$ cat src/common/pft_regs.svh
// Purpose: register map, field positions and timing figures of the pulse flow totalizer
// Assumes: 32-bit APB data, one aligned word per register
// Notes: definitions only
`ifndef PFT_REGS_SVH
`define PFT_REGS_SVH

`define PFT_CLK_HZ 50000000
`define PFT_MS_PER_S 1000
`define PFT_ADDR_W 8

// byte offsets
`define PFT_OFF_CTRL 8'h00
`define PFT_OFF_CMD 8'h04
`define PFT_OFF_LOW 8'h08
`define PFT_OFF_HIGH 8'h0C
`define PFT_OFF_RATE 8'h10
`define PFT_OFF_TOTAL 8'h14
`define PFT_OFF_STS 8'h18
`define PFT_OFF_MASK 8'h1C
`define PFT_OFF_FLAGS 8'h20

// control fields
`define PFT_CTRL_MODE 1:0
`define PFT_CTRL_FLT 5:2
`define PFT_CTRL_ZT 7:6
`define PFT_CTRL_TB 9:8
`define PFT_CTRL_RSTEN 10
`define PFT_CTRL_STBEN 11
`define PFT_CTRL_DIREN 12
`define PFT_CMD_RESET 0

// status, mask and live flag bits
`define PFT_STS_W 4
`define PFT_STS_LO 0
`define PFT_STS_HI 1
`define PFT_STS_ZERO 2
`define PFT_STS_CLR 3
`define PFT_FLG_DIR 2

// filter limits in hertz, selector 0 disables the filter
`define PFT_FLT_HZ_1 10
`define PFT_FLT_HZ_2 25
`define PFT_FLT_HZ_3 50
`define PFT_FLT_HZ_4 100
`define PFT_FLT_HZ_5 1000
`define PFT_FLT_HZ_6 5000
`define PFT_FLT_HZ_7 10000
`define PFT_FLT_HZ_8 50000

// zero timeouts, rate gate and time-base factors
`define PFT_ZT_MS_0 100
`define PFT_ZT_MS_1 1000
`define PFT_ZT_MS_2 10000
`define PFT_GATE_MS 1000
`define PFT_TB_MIN 60
`define PFT_TB_HOUR 3600

`endif

$ cat src/common/pft_pkg.sv
// Purpose: types shared by the pulse flow totalizer modules
// Assumes: pft_regs.svh on the include path
// Notes: none
`include "pft_regs.svh"
package pft_pkg;
  typedef logic [31:0] pft_word_t;
  typedef logic [`PFT_ADDR_W-1:0] pft_addr_t;
  typedef enum logic [1:0] {
    PFT_MODE_DIR = 2'h0,
    PFT_MODE_QUAD1 = 2'h1,
    PFT_MODE_QUAD4 = 2'h3
  } pft_mode_t;
  typedef enum logic {
    PFT_RS_ZERO = 1'b0,
    PFT_RS_MEAS = 1'b1
  } pft_rstate_t;
  typedef struct packed {
    logic [1:0] s1;
    logic [1:0] s2;
    logic [1:0] clean;
    logic [1:0][31:0] cnt;
  } pft_flt_state_t;
  typedef struct packed {
    logic [1:0] mode;
    logic [3:0] flt_sel;
    logic [1:0] zt_sel;
    logic [1:0] tb_sel;
    logic rst_en;
    logic stb_en;
    logic dir_en;
    pft_word_t low;
    pft_word_t high;
    logic [`PFT_STS_W-1:0] sts;
    logic [`PFT_STS_W-1:0] mask;
    logic pready;
    pft_word_t prdata;
    logic pslverr;
    logic irq;
    logic [1:0] prev_ab;
    logic neg_dir;
    pft_rstate_t rstate;
    pft_word_t gate_cnt;
    pft_word_t idle_cnt;
    pft_word_t win;
    pft_word_t rate;
    pft_word_t total;
    logic lo;
    logic hi;
  } pft_state_t;
endpackage : pft_pkg

$ cat src/common/pft_flt_if.sv
// Purpose: carries the counting inputs through the input filter
// Assumes: single clock domain on the filtered side
// Notes: min_cyc of zero disables filtering
`timescale 1ns/1ps
interface pft_flt_if;
  logic [1:0] raw;
  logic [31:0] min_cyc;
  logic [1:0] clean;
  modport flt (input raw, input min_cyc, output clean);
  modport ctl (output raw, output min_cyc, input clean);
endinterface : pft_flt_if

$ cat src/verilog/pft_filter.sv
// Purpose: synchronises and de-bounces the two counting inputs
// Assumes: raw inputs are asynchronous pins
// Notes: a level must persist min_cyc cycles to be accepted
`timescale 1ns/1ps
module pft_filter (
  // clock and reset
  input wire logic core_clk_i,
  input wire logic rst_b_i,
  // filter channel
  pft_flt_if.flt flt
);
  import pft_pkg::*;

  pft_flt_state_t q;
  pft_flt_state_t d;

  always_comb begin
    d = q;
    d.s1 = flt.raw;
    d.s2 = q.s1;
    for (int i = 0; i < 2; i++) begin
      if (q.s2[i] == q.clean[i]) begin
        d.cnt[i] = '0;
      end else if (flt.min_cyc == '0 || q.cnt[i] >= flt.min_cyc - 32'h00000001) begin
        // level held long enough; shorter pulses never get here
        d.clean[i] = q.s2[i];
        d.cnt[i] = '0;
      end else begin
        d.cnt[i] = q.cnt[i] + 32'h00000001;
      end
    end
  end

  always_ff @(posedge core_clk_i or negedge rst_b_i) begin
    if (!rst_b_i) begin
      q <= '0;
    end else begin
      q <= d;
    end
  end

  assign flt.clean = q.clean;
endmodule : pft_filter

$ cat src/verilog/pft_top.sv
// Purpose: pulse flowmeter channel: decoder, filter, rate meter and totalizer
// Assumes: APB register access; logical channel values arrive on core_clk_i
// Notes: rate is a net pulse count over a one second gate, scaled by time base
//
// The address map and the APB register port were chosen for this implementation.
`timescale 1ns/1ps
`include "pft_regs.svh"

// Function
// - direction mode counts first input rising edges
// - second input low counts up, high down
// - single quadrature counts from phase relation
// - fourfold quadrature gives higher resolution
// - filter gives highest accepted input frequency
// - eight selectable filter limits per channel
// - filter disabled means no frequency limit
// - rate forced zero after pulse timeout
// - rate per second, minute or hour
// - low flag, total still accumulates
// - high flag, total still accumulates
// - manual reset clears totalizer
// - positive reset channel clears totalizer
// - strobe nonpositive holds accumulation
// - strobe hold keeps total, rate meter keeps running
// - positive direction channel reverses totalizer
// - totalizer sums pulses, not the integrated rate
module pft_top #(
  parameter int unsigned CLK_HZ = `PFT_CLK_HZ
) (
  // clock and reset
  input wire logic core_clk_i,
  input wire logic rst_b_i,
  // apb slave
  input wire logic psel_i,
  input wire logic penable_i,
  input wire logic pwrite_i,
  input wire pft_pkg::pft_addr_t paddr_i,
  input wire pft_pkg::pft_word_t pwdata_i,
  output logic pready_o,
  output pft_pkg::pft_word_t prdata_o,
  output logic pslverr_o,
  // counting input pins
  input wire logic cnt_in1_i,
  input wire logic cnt_in2_i,
  // selected logical channel values
  input wire pft_pkg::pft_word_t rst_src_val_i,
  input wire pft_pkg::pft_word_t strobe_src_val_i,
  input wire pft_pkg::pft_word_t dir_src_val_i,
  // results
  output pft_pkg::pft_word_t rate_o,
  output pft_pkg::pft_word_t total_o,
  output logic lo_o,
  output logic hi_o,
  output logic irq_o
);
  import pft_pkg::*;

  if (CLK_HZ < `PFT_MS_PER_S) begin : g_bad_clk
    $error("CLK_HZ too small for millisecond timing");
  end

  ////////////////////////////////////////////////////////////////////////////////
  // helper functions

  function automatic pft_word_t half_per(input longint unsigned clk, input longint unsigned hz);
    longint unsigned c;
    c = (clk + 2 * hz - 1) / (2 * hz);
    if (c < 1) begin
      c = 1;
    end
    return c[31:0];
  endfunction : half_per

  function automatic pft_word_t flt_cyc(input logic [3:0] sel, input longint unsigned clk);
    pft_word_t c;
    c = '0;
    unique case (sel)
      4'h1: c = half_per(clk, `PFT_FLT_HZ_1);
      4'h2: c = half_per(clk, `PFT_FLT_HZ_2);
      4'h3: c = half_per(clk, `PFT_FLT_HZ_3);
      4'h4: c = half_per(clk, `PFT_FLT_HZ_4);
      4'h5: c = half_per(clk, `PFT_FLT_HZ_5);
      4'h6: c = half_per(clk, `PFT_FLT_HZ_6);
      4'h7: c = half_per(clk, `PFT_FLT_HZ_7);
      4'h8: c = half_per(clk, `PFT_FLT_HZ_8);
      default: c = '0;
    endcase
    return c;
  endfunction : flt_cyc

  function automatic pft_word_t ms_cyc(input longint unsigned clk, input longint unsigned ms);
    longint unsigned c;
    c = clk * ms / `PFT_MS_PER_S;
    if (c < 1) begin
      c = 1;
    end
    return c[31:0];
  endfunction : ms_cyc

  function automatic logic [1:0] quad_pos(input logic [1:0] ab);
    // position along the up sequence 00, 10, 11, 01 (a in bit 0)
    return {ab[0], ab[0] ^ ab[1]};
  endfunction : quad_pos

  function automatic logic signed [1:0] quad_step(input logic [1:0] prev, input logic [1:0] cur);
    logic [1:0] diff;
    diff = quad_pos(cur) - quad_pos(prev);
    unique case (diff)
      2'h1: return 2'sh1;
      2'h3: return -2'sh1;
      default: return 2'sh0;
    endcase
  endfunction : quad_step

  function automatic pft_word_t scale_rate(input pft_word_t w, input logic [1:0] tb);
    unique case (tb)
      2'h1: return 32'($signed(w) * `PFT_TB_MIN);
      2'h2: return 32'($signed(w) * `PFT_TB_HOUR);
      default: return w;
    endcase
  endfunction : scale_rate

  localparam pft_word_t GATE_CYC = ms_cyc(CLK_HZ, `PFT_GATE_MS);
  localparam pft_word_t ZT0_CYC = ms_cyc(CLK_HZ, `PFT_ZT_MS_0);
  localparam pft_word_t ZT1_CYC = ms_cyc(CLK_HZ, `PFT_ZT_MS_1);
  localparam pft_word_t ZT2_CYC = ms_cyc(CLK_HZ, `PFT_ZT_MS_2);

  ////////////////////////////////////////////////////////////////////////////////
  // state and filter

  pft_state_t q;
  pft_state_t d;
  pft_flt_if flt_if ();

  assign flt_if.raw = {cnt_in2_i, cnt_in1_i};
  assign flt_if.min_cyc = flt_cyc(q.flt_sel, CLK_HZ);

  pft_filter u_filter (
    .core_clk_i(core_clk_i),
    .rst_b_i(rst_b_i),
    .flt(flt_if.flt)
  );

  ////////////////////////////////////////////////////////////////////////////////
  // next state

  logic [1:0] ab;
  logic signed [1:0] step;
  logic signed [1:0] tstep;
  logic access;
  logic wr;
  logic hit;
  logic rst_cmd;
  logic clear;
  logic hold;
  logic win_end;
  pft_word_t win_next;
  pft_word_t rd;
  pft_word_t zt_cyc;
  pft_word_t new_rate;
  logic [`PFT_STS_W-1:0] sts_set;
  logic [`PFT_STS_W-1:0] sts_clr;

  always_comb begin
    d = q;
    ab = flt_if.clean;
    step = 2'sh0;
    sts_set = '0;
    sts_clr = '0;
    rst_cmd = 1'b0;
    d.prev_ab = ab;

    // pulse decoding
    unique case (q.mode)
      PFT_MODE_DIR: begin
        if (ab[0] && !q.prev_ab[0]) begin
          step = ab[1] ? -2'sh1 : 2'sh1;
        end
      end
      PFT_MODE_QUAD1: begin
        if (ab[0] && !q.prev_ab[0]) begin
          step = quad_step(q.prev_ab, ab);
        end
      end
      PFT_MODE_QUAD4: begin
        step = quad_step(q.prev_ab, ab);
      end
      default: step = 2'sh0;
    endcase

    // apb decode
    access = psel_i && penable_i;
    wr = access && q.pready && pwrite_i;
    hit = 1'b1;
    rd = '0;
    unique case (paddr_i)
      `PFT_OFF_CTRL: begin
        rd[`PFT_CTRL_MODE] = q.mode;
        rd[`PFT_CTRL_FLT] = q.flt_sel;
        rd[`PFT_CTRL_ZT] = q.zt_sel;
        rd[`PFT_CTRL_TB] = q.tb_sel;
        rd[`PFT_CTRL_RSTEN] = q.rst_en;
        rd[`PFT_CTRL_STBEN] = q.stb_en;
        rd[`PFT_CTRL_DIREN] = q.dir_en;
      end
      `PFT_OFF_CMD: rd = '0;
      `PFT_OFF_LOW: rd = q.low;
      `PFT_OFF_HIGH: rd = q.high;
      `PFT_OFF_RATE: rd = q.rate;
      `PFT_OFF_TOTAL: rd = q.total;
      `PFT_OFF_STS: rd[`PFT_STS_W-1:0] = q.sts;
      `PFT_OFF_MASK: rd[`PFT_STS_W-1:0] = q.mask;
      `PFT_OFF_FLAGS: begin
        rd[`PFT_STS_LO] = q.lo;
        rd[`PFT_STS_HI] = q.hi;
        rd[`PFT_FLG_DIR] = q.neg_dir;
      end
      default: hit = 1'b0;
    endcase
    d.pready = access && !q.pready;
    if (access && !q.pready) begin
      d.prdata = pwrite_i ? '0 : rd;
      d.pslverr = !hit;
    end

    if (wr && hit) begin
      unique case (paddr_i)
        `PFT_OFF_CTRL: begin
          d.mode = pwdata_i[`PFT_CTRL_MODE];
          d.flt_sel = pwdata_i[`PFT_CTRL_FLT];
          d.zt_sel = pwdata_i[`PFT_CTRL_ZT];
          d.tb_sel = pwdata_i[`PFT_CTRL_TB];
          d.rst_en = pwdata_i[`PFT_CTRL_RSTEN];
          d.stb_en = pwdata_i[`PFT_CTRL_STBEN];
          d.dir_en = pwdata_i[`PFT_CTRL_DIREN];
        end
        `PFT_OFF_CMD: rst_cmd = pwdata_i[`PFT_CMD_RESET];
        `PFT_OFF_LOW: d.low = pwdata_i;
        `PFT_OFF_HIGH: d.high = pwdata_i;
        `PFT_OFF_STS: sts_clr = pwdata_i[`PFT_STS_W-1:0];
        `PFT_OFF_MASK: d.mask = pwdata_i[`PFT_STS_W-1:0];
        default: sts_clr = '0;
      endcase
    end

    // rate meter keeps running whatever the strobe does
    unique case (q.zt_sel)
      2'h0: zt_cyc = ZT0_CYC;
      2'h1: zt_cyc = ZT1_CYC;
      default: zt_cyc = ZT2_CYC;
    endcase
    win_end = q.gate_cnt >= GATE_CYC - 32'h00000001;
    win_next = q.win + 32'(step);
    if (win_end) begin
      d.gate_cnt = '0;
      d.win = '0;
    end else begin
      d.gate_cnt = q.gate_cnt + 32'h00000001;
      d.win = win_next;
    end
    new_rate = q.rate;
    if (win_end) begin
      new_rate = scale_rate(win_next, q.tb_sel);
    end
    unique case (q.rstate)
      PFT_RS_ZERO: begin
        new_rate = '0;
        if (step != 2'sh0) begin
          d.rstate = PFT_RS_MEAS;
          d.idle_cnt = '0;
        end
      end
      PFT_RS_MEAS: begin
        if (step != 2'sh0) begin
          d.idle_cnt = '0;
        end else if (q.idle_cnt >= zt_cyc - 32'h00000001) begin
          d.rstate = PFT_RS_ZERO;
          d.idle_cnt = '0;
          new_rate = '0;
          sts_set[`PFT_STS_ZERO] = 1'b1;
        end else begin
          d.idle_cnt = q.idle_cnt + 32'h00000001;
        end
      end
    endcase
    d.rate = new_rate;
    d.lo = $signed(new_rate) < $signed(q.low);
    d.hi = $signed(new_rate) > $signed(q.high);
    sts_set[`PFT_STS_LO] = d.lo && !q.lo;
    sts_set[`PFT_STS_HI] = d.hi && !q.hi;

    // totalizer, in pulses of the base unit
    d.neg_dir = q.dir_en && ($signed(dir_src_val_i) > 0);
    tstep = q.neg_dir ? -step : step;
    hold = q.stb_en && ($signed(strobe_src_val_i) <= 0);
    clear = rst_cmd || (q.rst_en && ($signed(rst_src_val_i) > 0));
    if (clear) begin
      d.total = '0;
      sts_set[`PFT_STS_CLR] = 1'b1;
    end else if (!hold) begin
      d.total = q.total + 32'(tstep);
    end

    // sticky status: a new event beats a clear in the same cycle
    d.sts = (q.sts & ~sts_clr) | sts_set;
    d.irq = |(d.sts & d.mask);
  end

  ////////////////////////////////////////////////////////////////////////////////
  // registers

  always_ff @(posedge core_clk_i or negedge rst_b_i) begin
    if (!rst_b_i) begin
      q <= '0;
    end else begin
      q <= d;
    end
  end

  assign pready_o = q.pready;
  assign prdata_o = q.prdata;
  assign pslverr_o = q.pslverr;
  assign rate_o = q.rate;
  assign total_o = q.total;
  assign lo_o = q.lo;
  assign hi_o = q.hi;
  assign irq_o = q.irq;
endmodule : pft_top

$ cat config.mk
export PLATFORM = sky130hd
export DESIGN_NAME = pft_top
export DESIGN_NICKNAME = d
export VERILOG_FILES = /design/src/common/pft_pkg.sv /design/src/common/pft_flt_if.sv /design/src/verilog/pft_filter.sv /design/src/verilog/pft_top.sv
export VERILOG_INCLUDE_DIRS = /design/src /design/src/common
export SDC_FILE = /design/constraint.sdc
export NUM_CORES = 1
export LEC_CHECK = 0
export BUFFER_PORTS_ARGS = -buffer_cell sky130_fd_sc_hd__buf_2
export CAP_MARGIN = 20
export CORE_ASPECT_RATIO = 0.7
export CORE_MARGIN = 3
export CORE_UTILIZATION = 30
export DETAILED_ROUTE_END_ITERATION = 10
export GPL_TIMING_DRIVEN = 0
export PLACE_DENSITY = 0.54
export SETUP_SLACK_MARGIN = 0.15
export SLEW_MARGIN = 5
export SYNTH_ARGS = -nofsm -noshare
export SYNTH_HDL_FRONTEND = slang
export SYNTH_SLANG_ARGS = --single-unit
$ cat constraint.sdc
create_clock -name core_clk_i -period 31.6 [get_ports core_clk_i]
set_clock_uncertainty 0.2 [all_clocks]
set_input_delay 1.58 -clock core_clk_i [delete_from_list [all_inputs] [get_ports core_clk_i]]
set_output_delay 1.58 -clock core_clk_i [all_outputs]
set_load 0.02 [all_outputs]
==> results.cfg <==
[sta]
drv_slew = 0
grt_setup_unrepaired = false
tns_ps = 0
fin_crit_ps = 12770
max_freq_mhz = 78.3
hold_viol = 0
worst_pin_slew_ps = 1140
relSlewSlack_pct = 23.7
setup_viol = 0
fin_crit_sh_pct = 40.4

[place]
post-dp-hpwl_mm = 76.5
io_buffers = 241
globalplace.congestion = 0.955

[setup_path]
reg2regPathDepth = 42
cp_common_cell = ha_1
cp.required_ps = 31680
cp_slowest_stage_delay_ps = 900
start_kind = flip-flop
end_kind = flip-flop
critPathKind = flip-flop to flip-flop
critPathMaxFanout = 27
cpMaxStageDelayCell = a311oi_1
crit_arrival_ps = 12850

[detailed_routing]
dr.pass1.iters = 7
ant_nets = 0
routed.top_layer = met5
routed-wl-met3_mm = 8.82
drt_iter0_markers = 2177
drc = 0
wirelength_mm = 94.8
wl_per_cell_um = 19.6
viasPerCell = 5.12
vias = 24700
route.met2.wl_mm = 37.0
m1WireLength_mm = 47.2

[outcome]
status = complete, no violations

[yosys]
synth.largest_area_cell = dfrtp_1
synth_ff_type = dfrtp_1
synth-compound-area-share_pct = 18.6
synthSimpleGateAreaFrac_pct = 16.0
ys_seq_elements = 356
synth-edff-count = 0
syn-cell-area_um2 = 28800
synth_top_family_by_area = adder cells
synth_area_leaders = dfrtp_1 31%, ha_1 14%, fa_1 4.5%
synthAdderAreaFrac_pct = 18.8
synth_top_cell_area_share_pct = 30.9
synthMuxAreaShare_pct = 2.13
ys_seq_area_share_pct = 30.9
async_flop_share_pct = 100
ys_warn_count = 0
avgSynthCellArea_um2 = 8.85
synth-xor-area-share_pct = 6.06
netlist_instances = 3254
synth.distinct_cells = 97

[global_routing]
grt_pass1_vias = 23600
antenna_found_initial = 9
grt_overflow_total = 0
grt_first_pass_wirelength_mm = 145
grt_max_degree = 108
grt_usage_pct = 18.6

[floorplan]
num_rows = 94
die_w_um = 376
dieHeight_um = 265
core_um2 = 94600
die_area_um2 = 99800
ios = 244
start_util_pct = 30.4

[clock_network]
cts-root-buf = clkbuf_16
cts-buffers-inserted = 41
clock-sinks = 356
htreeDepth = 2
post_cts_buffers = 0
cts_resized = 0
cts_tree = done
clock_latency_ps = 590
clk_pin_slew_ps = 70
clock_path_buffers = 3
ctsHoldBuffers = 0

[cells_and_area]
final_common_cell = dfrtp_1
layout_common_cells = 356 x dfrtp_1, 328 x ha_1, 297 x nor2_1
fin_nets = 4090
finish.utilization_pct = 35.1
syn2layout_area_growth_pct = 15.2
fillCellCount = 9931
drive_gt1_share_pct = 13.0

[hold_path]
holdCritPathClass = flip-flop to flip-flop
hold_depth = 0

[run]
cap_viol_max_count = 0

[pwr]
leakagePower_nw = 17.1
peakVddDrop_mv = 0.0362
p_total_mw = 1.42
power-per-cell-area_nw_per_um2 = 42.7
## registers in the layout, summed over array words and instances (netlist names)
name	count
hi_o	1
irq_o	1
lo_o	1
prdata_o	32
pready_o	1
pslverr_o	1
q	185
rate_o	32
total_o	32
u_filter.d	2
u_filter.flt.clean	2
u_filter.q	66
## metal layers
metal	vias to the layer above	track usage, %
met5	-	0.566
met4	10	3.39
met3	98	5.97
met2	787	25.3
met1	11800	28.4
li1	12000	-
## cells in the mapped netlist (7+ instances only)
library cell  number
xnor2_1          103
a21oi_1          195
buf_4             96
fa_1              65
nand2_1          262
o211ai_1          18
nor3_1            48
mux2_2            18
o31ai_1           19
o2111ai_1          7
xor2_1            91
a221oi_1          22
inv_1            274
a222oi_1          31
o21bai_1          17
o22ai_1           12
nor4_1            33
nand2b_1          32
nand3_1           84
a211oi_1          22
o21ai_0          192
nor2b_1           42
o21a_1            25
and3_1            49
nand4_1           44
and2_1            21
clkbuf_1          96
nor2_1           297
ha_1             328
a31oi_1           16
or3_1             16
a21o_1           123
a22o_1            18
dfrtp_1          356
and4_1             8
mux2i_1           41
## where the power goes
part,leakage (nW),internal [mW],switching [mW],total (mW)
Sequential,4.46,0.482,0.0454,0.528
Combinational,12.0,0.165,0.218,0.384
Clock,0.656,0.291,0.214,0.505
## critical path, delay by kind of cell (launching register included)
kind                       cells  cell delay, ps
xor gates and xnor gates       1             190
AOI/OAI and AO/OA             16            4450
and+or+nand+nor               14            3460
adders and majority gates      7            2960
DFF                            1             500
buffers and inverters          4             660
## worst paths after layout
check	from	to	slack [ps]
setup / recovery	u_filter.flt.clean[1]	irq_o	18830
hold / removal	u_filter.d[67]	u_filter.q[67]	150
setup reg to reg	u_filter.flt.clean[1]	irq_o	18830
hold reg to reg	u_filter.d[67]	u_filter.q[67]	150
max in group asynchronous	rst_b_i	prdata_o[24]	28940
min in group asynchronous	rst_b_i	u_filter.q[49]	760
## final cells by class
cell class | count | area, um2 | share of cell area [%]
multi-input combinational | 2431 | 17800 | 53.7
clock inverter | 21 | 264 | 0.796
sequential | 356 | 8910 | 26.9
clock buffer | 47 | 1100 | 3.32
tap | 1248 | 1560 | 4.71
inverter | 275 | 1030 | 3.11
timing repair buffer | 251 | 1390 | 4.18
buffer | 198 | 1100 | 3.33
antenna | 3 | 7.51 | 0.0226
## metrics by stage
| stage | area, um2 | cells | setup WS, ps | hold slack, ps |
|---|---|---|---|---|
| global placement | 31600 | 4749 | 14800 | 134 |
| global route | 33100 | 4827 | 18210 | 170 |
| finish | 33200 | 4830 | 18830 | 148 |
| detailed placement | 31800 | 4758 | 19120 | 143 |
| floorplan | 28800 | 3260 | 20180 | 131 |
| CTS | 33100 | 4826 | 19060 | 151 |
## cells by family (layout without fill, tap and decap cells)
group,after synthesis,count (layout)
buf+inv,473,792
simple gates,969,969
mux,59,59
xor+xnor,196,196
flops,356,356
fa+ha+maj,393,393
other cells,1,10
compound gates,807,807
Power figures use the tool's default switching activity.
